**src/iqu_pkg.sv**
```systemverilog
package iqu_pkg;
    localparam int          IQU_BYTE_W      = 8;
    localparam int          IQU_WORD_W      = 16;
    localparam int          IQU_AMP_W       = 14;
    localparam int          IQU_MARK1_BIT   = 14;
    localparam int          IQU_MARK2_BIT   = 15;
    localparam int          IQU_FIFO_DEPTH  = 8;
    localparam logic [13:0] IQU_CODE_NEG_FS = 14'h0000;
    localparam logic [13:0] IQU_CODE_ZERO   = 14'h2000;
    localparam logic [13:0] IQU_CODE_POS_FS = 14'h3fff;
    localparam logic [13:0] IQU_AMP_RESET   = IQU_CODE_ZERO;
    localparam logic [1:0]  IQU_MARK_RESET  = 2'h0;

    typedef enum logic [1:0]
    {
        IQU_ST_I_HI = 2'b00,
        IQU_ST_I_LO = 2'b01,
        IQU_ST_Q_HI = 2'b10,
        IQU_ST_Q_LO = 2'b11
    } iqu_state_t;
endpackage

```
**src/iqu_fifo.sv**
```systemverilog
`timescale 1ns/100ps
module iqu_fifo #(
    parameter int WIDTH = 32,
    parameter int DEPTH = 8
)
(
    input  wire logic             clk_sys,
    input  wire logic             rst,
    input  wire logic [WIDTH-1:0] in_data,
    input  wire logic             in_valid,
    output logic                  in_ready,
    output logic      [WIDTH-1:0] out_data,
    output logic                  out_valid,
    input  wire logic             out_ready
);
    localparam int AW = $clog2(DEPTH);

    logic [WIDTH-1:0] mem [DEPTH];
    logic [AW-1:0]    wr_ptr_reg;
    logic [AW-1:0]    rd_ptr_reg;
    logic [AW:0]      count_reg;
    wire              push = in_valid && in_ready;
    wire              pop  = out_valid && out_ready;

    assign in_ready  = (count_reg != (AW+1)'(DEPTH));
    assign out_valid = (count_reg != '0);
    assign out_data  = mem[rd_ptr_reg];

    always_ff @(posedge clk_sys)
    begin
        if (push)
            mem[wr_ptr_reg] <= in_data;
    end

    always_ff @(posedge clk_sys or posedge rst)
    begin
        if (rst)
        begin
            wr_ptr_reg <= '0;
            rd_ptr_reg <= '0;
            count_reg  <= '0;
        end
        else
        begin
            if (push)
                wr_ptr_reg <= (wr_ptr_reg == AW'(DEPTH-1)) ? '0 : wr_ptr_reg + 1'b1;
            if (pop)
                rd_ptr_reg <= (rd_ptr_reg == AW'(DEPTH-1)) ? '0 : rd_ptr_reg + 1'b1;
            if (push && !pop)
                count_reg <= count_reg + 1'b1;
            else if (pop && !push)
                count_reg <= count_reg - 1'b1;
        end
    end
endmodule

```
**src/iqu_unpacker.sv**
```systemverilog
// Notes on behaviour
// [RL1] Each I and Q sample is two bytes, high byte first.
// [RL2] Converter gets only the low fourteen bits of each word.
// [RL3] I bit 14 is marker one, bit 15 marker two; Q upper bits reserved.
// [RL4] Marker output is high exactly while its I word bit is one.
// [RL5] Amplitude is offset binary; 0 negative, 8192 zero, 16383 positive.
// [RL6] Host rewrites both I and Q arrays when replacing a waveform.
// [RL7] Host keeps amplitude values at or below 16383.
// [RL8] Host supplies at least sixteen, and an even number of, points.
// [RL9] A channel that is not supplied plays the zero-output code.
// [RL10] I, Q amplitudes and markers are registered together on each sample pop, held otherwise.
`timescale 1ns/100ps
module iqu_unpacker
    import iqu_pkg::*;
(
    input  wire logic                 clk_sys,
    input  wire logic                 rst,
    input  wire logic [IQU_BYTE_W-1:0] byte_data,
    input  wire logic                 byte_valid,
    output logic                      byte_ready,
    input  wire logic                 i_present,
    input  wire logic                 q_present,
    input  wire logic                 sample_ready,
    output logic                      sample_strobe,
    output logic      [IQU_AMP_W-1:0] dac_i,
    output logic      [IQU_AMP_W-1:0] dac_q,
    output logic                      marker1,
    output logic                      marker2
);
    iqu_state_t            state_reg;
    iqu_state_t            state_next;
    logic [IQU_BYTE_W-1:0] i_hi_reg;
    logic [IQU_BYTE_W-1:0] i_lo_reg;
    logic [IQU_BYTE_W-1:0] q_hi_reg;

    // Byte pair to word, high byte first
    function automatic logic [IQU_WORD_W-1:0] word_of
    (
        input logic [IQU_BYTE_W-1:0] hi,
        input logic [IQU_BYTE_W-1:0] lo
    );
        word_of = {hi, lo};
    endfunction

    function automatic logic [IQU_AMP_W-1:0] amp_of
    (
        input logic [IQU_WORD_W-1:0] word
    );
        amp_of = word[IQU_AMP_W-1:0];
    endfunction

    function automatic logic [1:0] marks_of
    (
        input logic [IQU_WORD_W-1:0] word
    );
        marks_of = {word[IQU_MARK2_BIT], word[IQU_MARK1_BIT]};
    endfunction

    // Absent channel skips its bytes entirely, except I when Q is also absent
    wire                  need_i    = i_present || !q_present;
    wire                  take_byte = byte_valid && byte_ready;
    wire [IQU_WORD_W-1:0] i_word    = word_of(i_hi_reg, i_lo_reg);      // RL1
    wire [IQU_WORD_W-1:0] q_word    = word_of(q_hi_reg, byte_data);     // RL1
    // I-only sample closes on its low byte, before that byte is stored
    wire [IQU_WORD_W-1:0] i_word_q  = word_of(i_hi_reg, byte_data);     // RL1

    wire [31:0]           fifo_in;
    wire                  fifo_in_valid;
    wire                  fifo_in_ready;
    wire [31:0]           fifo_out;
    wire                  fifo_out_valid;
    wire                  last_i    = (state_reg == IQU_ST_I_LO) && !q_present;
    wire                  last_q    = (state_reg == IQU_ST_Q_LO);
    wire                  word_done = take_byte && (last_i || last_q);
    wire [IQU_WORD_W-1:0] i_src     = last_i ? i_word_q : i_word;

    // Zero-output code stands in for a missing channel
    wire [IQU_AMP_W-1:0]  i_amp = i_present ? amp_of(i_src) : IQU_CODE_ZERO;   // RL2 RL5 RL9
    wire [1:0]            i_mk  = i_present ? marks_of(i_src) : 2'h0;          // RL3
    // Reserved Q bits 15:14 never leave this point
    wire [IQU_AMP_W-1:0]  q_amp = q_present ? amp_of(q_word) : IQU_CODE_ZERO;  // RL2 RL3 RL9

    assign fifo_in       = {i_mk, i_amp, 2'h0, q_amp};
    assign fifo_in_valid = word_done;
    // Stall byte intake while the sample buffer is full
    assign byte_ready    = fifo_in_ready;

    always_comb
    begin
        state_next = state_reg;
        if (take_byte)
        begin
            unique case (state_reg)
                IQU_ST_I_HI: state_next = IQU_ST_I_LO;
                IQU_ST_I_LO: state_next = q_present ? IQU_ST_Q_HI : IQU_ST_I_HI;
                IQU_ST_Q_HI: state_next = IQU_ST_Q_LO;
                IQU_ST_Q_LO: state_next = need_i ? IQU_ST_I_HI : IQU_ST_Q_HI;
            endcase
        end
        else if (state_reg == IQU_ST_I_HI && !need_i)
            state_next = IQU_ST_Q_HI;
    end

    always_ff @(posedge clk_sys or posedge rst)
    begin
        if (rst)
        begin
            state_reg <= IQU_ST_I_HI;
            i_hi_reg  <= '0;
            i_lo_reg  <= '0;
            q_hi_reg  <= '0;
        end
        else
        begin
            state_reg <= state_next;
            if (take_byte && state_reg == IQU_ST_I_HI)
                i_hi_reg <= byte_data;                              // RL1
            if (take_byte && state_reg == IQU_ST_I_LO)
                i_lo_reg <= byte_data;
            if (take_byte && state_reg == IQU_ST_Q_HI)
                q_hi_reg <= byte_data;
        end
    end

    iqu_fifo #(
        .WIDTH (32),
        .DEPTH (IQU_FIFO_DEPTH)
    ) u_fifo (
        .clk_sys   (clk_sys),
        .rst       (rst),
        .in_data   (fifo_in),
        .in_valid  (fifo_in_valid),
        .in_ready  (fifo_in_ready),
        .out_data  (fifo_out),
        .out_valid (fifo_out_valid),
        .out_ready (sample_ready)
    );

    wire pop = fifo_out_valid && sample_ready;

    // One register stage keeps markers aligned with their sample
    always_ff @(posedge clk_sys or posedge rst)
    begin
        if (rst)
        begin
            dac_i         <= IQU_AMP_RESET;                         // RL5
            dac_q         <= IQU_AMP_RESET;                         // RL5
            marker1       <= IQU_MARK_RESET[0];
            marker2       <= IQU_MARK_RESET[1];
            sample_strobe <= 1'h0;
        end
        else
        begin
            sample_strobe <= pop;                                   // RL10
            if (pop)
            begin
                dac_i   <= fifo_out[29:16];                         // RL2 RL5 RL10
                dac_q   <= fifo_out[13:0];                          // RL2 RL10
                marker1 <= fifo_out[16+IQU_MARK1_BIT];              // RL3 RL4
                marker2 <= fifo_out[16+IQU_MARK2_BIT];              // RL3 RL4
            end
        end
    end
endmodule

```
**config.mk**
```make
export PLATFORM = sky130hd
export DESIGN_NAME = iqu_unpacker
export DESIGN_NICKNAME = d
export VERILOG_FILES = /design/src/iqu_pkg.sv /design/src/iqu_fifo.sv /design/src/iqu_unpacker.sv
export SDC_FILE = /design/constraint.sdc
export NUM_CORES = 1
export LEC_CHECK = 0
export BUFFER_PORTS_ARGS = -buffer_cell sky130_fd_sc_hd__clkbuf_2
export CAP_MARGIN = 20
export CORE_MARGIN = 1.5
export CORE_UTILIZATION = 43
export CTS_CLUSTER_DIAMETER = 60
export DETAILED_ROUTE_END_ITERATION = 7
export GPL_TIMING_DRIVEN = 1
export HOLD_SLACK_MARGIN = 0.06
export PLACE_DENSITY = 0.6
export SETUP_SLACK_MARGIN = 0.2
export SYNTH_ARGS = -nofsm -noshare
export SYNTH_HDL_FRONTEND = slang
export SYNTH_SLANG_ARGS = --single-unit
```
**constraint.sdc**
```tcl
create_clock -name clk_sys -period 4.3 [get_ports clk_sys]
set_input_delay 0.645 -clock clk_sys [delete_from_list [all_inputs] [get_ports clk_sys]]
set_output_delay 0.645 -clock clk_sys [all_outputs]
set_load 0.005 [all_outputs]
```
Yosys cells after proc, flatten, opt, wreduce, memory -nomap -nowiden
Memory sizes are Yosys's and may differ from the RTL's. A register that Yosys moved wholly into a read port is not among the register bits.
Index checks and enable logic that the tools add are counted.
{ "word_totals": {"ramBits": 240, "reg_bits": 35, "wordCells": 55, "memories": 1} }
{ "mem_list": {"columns": ["memory", "depth", "word_bits", "rd", "rd_ports_with_merged_regs", "wr", "line_no", "rtl"], "rows": [
  ["u_fifo.mem", 8, 30, 1, 1, 1, "iqu_fifo.sv:18", "logic [WIDTH-1:0] mem [DEPTH];"]
]} }
{ "op_classes": {"mux": 15, "eq_ne": 6, "addsub": 4, "n_reduce_logical": 21} }
{ "ops": {"columns": ["op", "count"], "rows": [
  ["14-bit two-way mux", 2],
  ["1-bit logical AND", 11],
  ["2-bit two-way mux", 5],
  ["4-bit two-way mux", 2],
  ["8-bit two-way mux", 1],
  ["2-bit case mux with 4 select lines", 1],
  ["3-bit by 1-bit adder with 3-bit output (second input constant)", 2],
  ["3-bit equality test (second input constant)", 2],
  ["3-bit two-way mux", 2],
  ["4-bit by 1-bit adder with 4-bit output (second input constant)", 1],
  ["2-bit equality test (second input constant)", 2],
  ["1-bit zero test", 4],
  ["4-bit != test (second input constant)", 1],
  ["2-bit nonzero test", 2],
  ["4-bit nonzero test", 1],
  ["4-bit by 1-bit subtractor with 4-bit output (second input constant)", 1],
  ["2-bit by 1-bit equality test with 1-bit output (second input constant)", 1],
  ["2-bit zero test", 1],
  ["1-bit logical OR", 2],
  ["1-bit two-way mux", 2]
]} }

Depth between registers and ports, before layout
{ "depth": {"ltp_word": 9, "ltp_mapped": 11} }

Hierarchy
Synthesis repeated with hierarchy kept, for this count alone.
{ "unflattened": {"cells_unflattened": 607, "hier_area_um2": 12693.4} }
{ "modules_own_cells": {"columns": ["module", "seq_area_each_um2", "instances", "cells_per_inst", "area_per_inst_um2"], "rows": [
  ["iqu_fifo", 7937.6, 1, 436, 10294.9],
  ["iqu_unpacker", 1378.8, 1, 171, 2398.6]
]} }

Worst setup path before layout
Ideal clock, no wire load.
{ "synth_timing": {"kind": "register -> register", "start": "register u_fifo.count_reg[3]", "end": "memory u_fifo.mem[1][0] in the netlist's numbering, enable pin", "slack_ns": 0.506, "period_less_slack_ns": 3.794, "stages_incl_launch_ff": 6, "n_path_buf": 1, "arrival_time_ns": 3.339, "setup_ns": 0.455, "path_cell_list": "dfrtp_1 > or4b_4 > buf_6 > o2111ai_1 > or2_2 > nor3_1"} }
{ "synth_via": {"elab_chain_cells": 6} }
{ "synth_lines": {"columns": ["element", "line_no", "rtl"], "rows": [
  ["start: declaration", "iqu_fifo.sv:21", "logic [AW:0] count_reg;"],
  ["start signal: assignment", "iqu_fifo.sv:50", "count_reg <= count_reg + 1'b1;"],
  ["start signal: assignment", "iqu_fifo.sv:52", "count_reg <= count_reg - 1'b1;"],
  ["4-bit != test *", "iqu_fifo.sv:25", "assign in_ready = (count_reg != (AW+1)'(DEPTH));"],
  ["net byte_ready", "iqu_unpacker.sv:20", "output logic byte_ready,"],
  ["1-bit logical AND", "iqu_unpacker.sv:61", "wire take_byte = byte_valid && byte_ready;"],
  ["1-bit logical AND", "iqu_unpacker.sv:74", "wire word_done = take_byte && (last_i || last_q);"],
  ["1-bit logical AND *", "iqu_fifo.sv:22", "wire push = in_valid && in_ready;"],
  ["1-bit two-way mux *", "iqu_fifo.sv:31", "if (push)"],
  ["1-bit two-way mux (implied by the code) *", "iqu_fifo.sv:32", "mem[wr_ptr_reg] <= in_data;"],
  ["end: declaration", "iqu_fifo.sv:18", null]
]} }
The timed path passes the listed nets; every way through them passes the cells marked *.

Worst setup path after layout
{ "layout_timing": {"start": "register u_fifo.count_reg[0]", "end": "register u_fifo.count_reg[3]"} }
{ "layout_via": {"elab_chain_cells": 7, "elab_cells_between_ends": 15, "cone_classes": "2 x add/sub; 1 x eq/ne; 2 x mux; 10 x reduce/logical"} }
{ "layout_lines": {"columns": ["element", "line_no", "rtl"], "rows": [
  ["4-bit != test *", "iqu_fifo.sv:25", null],
  ["1-bit logical AND", "iqu_unpacker.sv:61", null],
  ["1-bit logical AND", "iqu_unpacker.sv:74", null],
  ["1-bit logical AND *", "iqu_fifo.sv:22", null],
  ["net u_fifo.push", "iqu_fifo.sv:22", null],
  ["1-bit zero test", "iqu_fifo.sv:51", "else if (pop && !push)"],
  ["1-bit logical AND", "iqu_fifo.sv:51", null],
  ["2-bit nonzero test (no line)", null, null]
]} }
The timed path passes the listed nets; every way through them passes the cells marked *. The select of a mux whose other input is x is not followed.
A chain may end at the register's enable or synchronous reset.

==> metrics.txt <==
outcome completed; Multi-input gate area 3100 um2; root buffer cell clkbuf_16; Worst EP arrival 3840 ps; total track usage 0.179; sequential fraction of the synthesis area 0.729; Gate power share 0.255; net count after synthesis roughly 740; Static Leak 0.00503 uW; Post-CTS Resized 0; Post-Layout Cell Count between 1,000 and 1,500; GP Congestion around 0.85; Post-synth EDFFs 240; Tcrit/Tclk final 0.808; Iteration-0 DRC Markers roughly 370; total gr overflow 0; Worst-Margin Slew roughly 1100 ps; final count of negative-setup-slack endpoints 0; VDD IR max 0.280 mV; Post-Route WL 25,000 um; worst-skew pair later-pin latency 500 ps; Slew headroom 0.264; vias in the first global route 6,684; Syn Area/Cell between 15 and 20 um2; CP max-delay cell or4b_4; post-CTS setup buffer count 0; Power Dens Cells 684 nW/um2; per-cell routed wire length around 21 um; full die area 29,200 um2; WS Path Type flip-flop to flip-flop; RSZ-0062 raised after global routing no; Pins Over Slew Limit 0; Final Worst Setup Slack 828 ps; Post-Synthesis Cell Area ~12,000 um2; synthesis-to-layout area growth 15.1%; setup_tns 0 ps; Pwr Total roughly 9500 uW; clk_skew 20.0 ps; Hold/Removal Path Class input pin to async pin; max reg flops 240; crit path time final 3470 ps; DRC 0; Synth Flop Type edfxtp_1; RR Startpoint u_fifo.count_reg[0]; Psw 2810 uW; dpl ws 843 ps; Reg area 8840 um2; post-synthesis register bit count roughly 310; FILL cells 2,318; die width 171 um; total CTS buffers 34; Clk pwr share 0.301; share of cells above drive strength 1 0.273; top flop regs u_fifo.mem: 240 flops, dac_i: 14 flops, dac_q: 14 flops; Worst Path Max Fanout 7; Reg power frac 0.444; max capacitance violation total 0; worst r2r dst u_fifo.count_reg[3]; routed vias 6,270; initial core utilization 0.436; Final Hold Violating Endpoints 0; Yosys cell types 43; Peak Freq 288 MHz; Buffers on Ports 45; CTS Sinks 305; Via density 5.31; Critical Path Sink Type flip-flop; synth warn 0; Pre-Repair DR Iteration Count 4; Reg with most FFs u_fifo.mem; Reg2Reg Setup Slack 830 ps; Die Span Y between 150 and 200 um; design internal power roughly 6700 uW; hold_buf cts 0; antenna violations before repair 0; final net count between 700 and 800; Switching Fraction 0.295; H-tree depth 2; Synth async-reset ratio 0.213; CTS tree yes; Final ANT Viol Nets 0; fin util 0.502; first-pass GRT wire length 38,900 um; row count 61; Placed Cells 1,118; core footprint 27,800 um2; Synth Instances between 700 and 800; Max stage delay on crit path 590 ps; hpwl dp 14,500 um; type of origin of the critical path flip-flop; CP cell instances or4b_4 -> o2111ai_1 -> inv_1 -> ha_1 -> inv_1 -> ha_1 -> a21o_2 -> a2111oi_0 -> a31oi_1 -> a221o_1; Max Buffers Root-to-Sink 3; I/O Pins 46; largest net degree at the start of global routing 67; Reg2Reg Depth 10; Req. time, crit path 4670 ps; Antenna Cells 0; Clock Pin Slew Worst Setup and Hold Paths 60 ps
-- power by group through the flow --
stage | logic [uW] | registers, uW | clock network (uW)
floorplan | 1860 | 4100 | 0
global placement | 2400 | 4260 | 0
detailed placement | 2480 | 4300 | 0
CTS | 2490 | 4240 | 2930
global route | 2690 | 4310 | 3050
finish | 2430 | 4240 | 2870
-- synthesized netlist by cell type (4+ instances only) --
master | instances | area share
a221o_1 | 7 | 0.0058
a22oi_1 | 24 | 0.015
and2_1 | 20 | 0.010
buf_2 | 15 | 0.0062
buf_4 | 4 | 0.0025
clkbuf_1 | 19 | 0.0059
dfrtp_1 | 63 | 0.13
edfxtp_1 | 240 | 0.59
ha_1 | 7 | 0.0072
inv_1 | 6 | 0.0019
mux2_2 | 76 | 0.071
mux2_4 | 8 | 0.0099
mux2i_1 | 68 | 0.056
nand2_1 | 40 | 0.012
nand2b_1 | 8 | 0.0041
nor2_1 | 9 | 0.0028
nor2b_1 | 9 | 0.0046
nor3_1 | 4 | 0.0017
o21ai_0 | 35 | 0.014
o221ai_1 | 24 | 0.017
o22ai_1 | 6 | 0.0031
-- stage by stage --
stage | area [um2] | hold WS, ps
floorplan | 12100 | 466
global placement | 12800 | 463
detailed placement | 12800 | 472
CTS | 13900 | 445
global route | 13900 | 233
finish | 13900 | 200
-- how the worst max path moves through the flow --
stage                              from             endpoint  slack (ps)  depth (start not counted)
CTS                 u_fifo.count_reg[0]  u_fifo.count_reg[3]         870                         10
global route        u_fifo.count_reg[0]  u_fifo.count_reg[3]         690                         10
detailed placement  u_fifo.count_reg[0]  u_fifo.count_reg[3]         840                         10
floorplan           u_fifo.count_reg[3]     u_fifo.mem[1][0]         510                          5
finish              u_fifo.count_reg[0]  u_fifo.count_reg[3]         830                         10
global placement    u_fifo.count_reg[0]  u_fifo.count_reg[3]        1040                         10
-- critical path: cells and delay by family, from the launching register on --
kind	cells	cell delay, ps
simple gates	1	590
fa+ha+maj	2	520
compound gates	5	1460
buf+inv	2	330
flops	1	460
-- metal layers --
metal / wire, um / track usage / vias up
li1: - / - / 2904
met1: 11200 / 0.238 / 3234
met2: 12600 / 0.306 / 105
met3: 818 / 0.0291 / 27
met4: 349 / 0.0488 / 0
met5: 0 / 0 / -
-- area by class of cell --
type	instances	share of cell area
inverters	6	0.00162
clock inverters	12	0.00835
clock buffers	50	0.0728
well taps	378	0.0339
flip-flops and latches	305	0.634
repair buffers	63	0.0267
multi-input cells	367	0.223
-- kinds of logic (layout without fill, tap and decap cells) --
group / count (synthesis) / after routing / synth area share
simple gates: 98 / 98 / 0.0427
flops: 305 / 305 / 0.729
buf+inv: 47 / 131 / 0.0186
compound gates: 106 / 106 / 0.0617
fa+ha+maj: 8 / 8 / 0.00888
xor+xnor: 3 / 3 / 0.00217
mux: 152 / 152 / 0.137
-- placed cells by master, fill, tap and decap left out, drive strengths merged, types with 3 or more instances in the layout --
cell | synthesis | layout
o221ai | 24 | 24
clkinv | 0 | 7
nor3 | 5 | 5
a22oi | 24 | 24
and2 | 20 | 20
nand2b | 8 | 8
a221o | 7 | 7
buf | 22 | 18
mux2i | 68 | 68
o22ai | 6 | 6
mux2 | 84 | 84
clkbuf | 19 | 95
edfxtp | 240 | 240
nand2 | 40 | 40
o21ai | 35 | 35
inv | 6 | 7
nor2b | 9 | 9
xnor2 | 3 | 3
nor2 | 9 | 9
ha | 7 | 7
dfrtp | 63 | 63
Note: power is estimated with default switching activity, not from simulation.
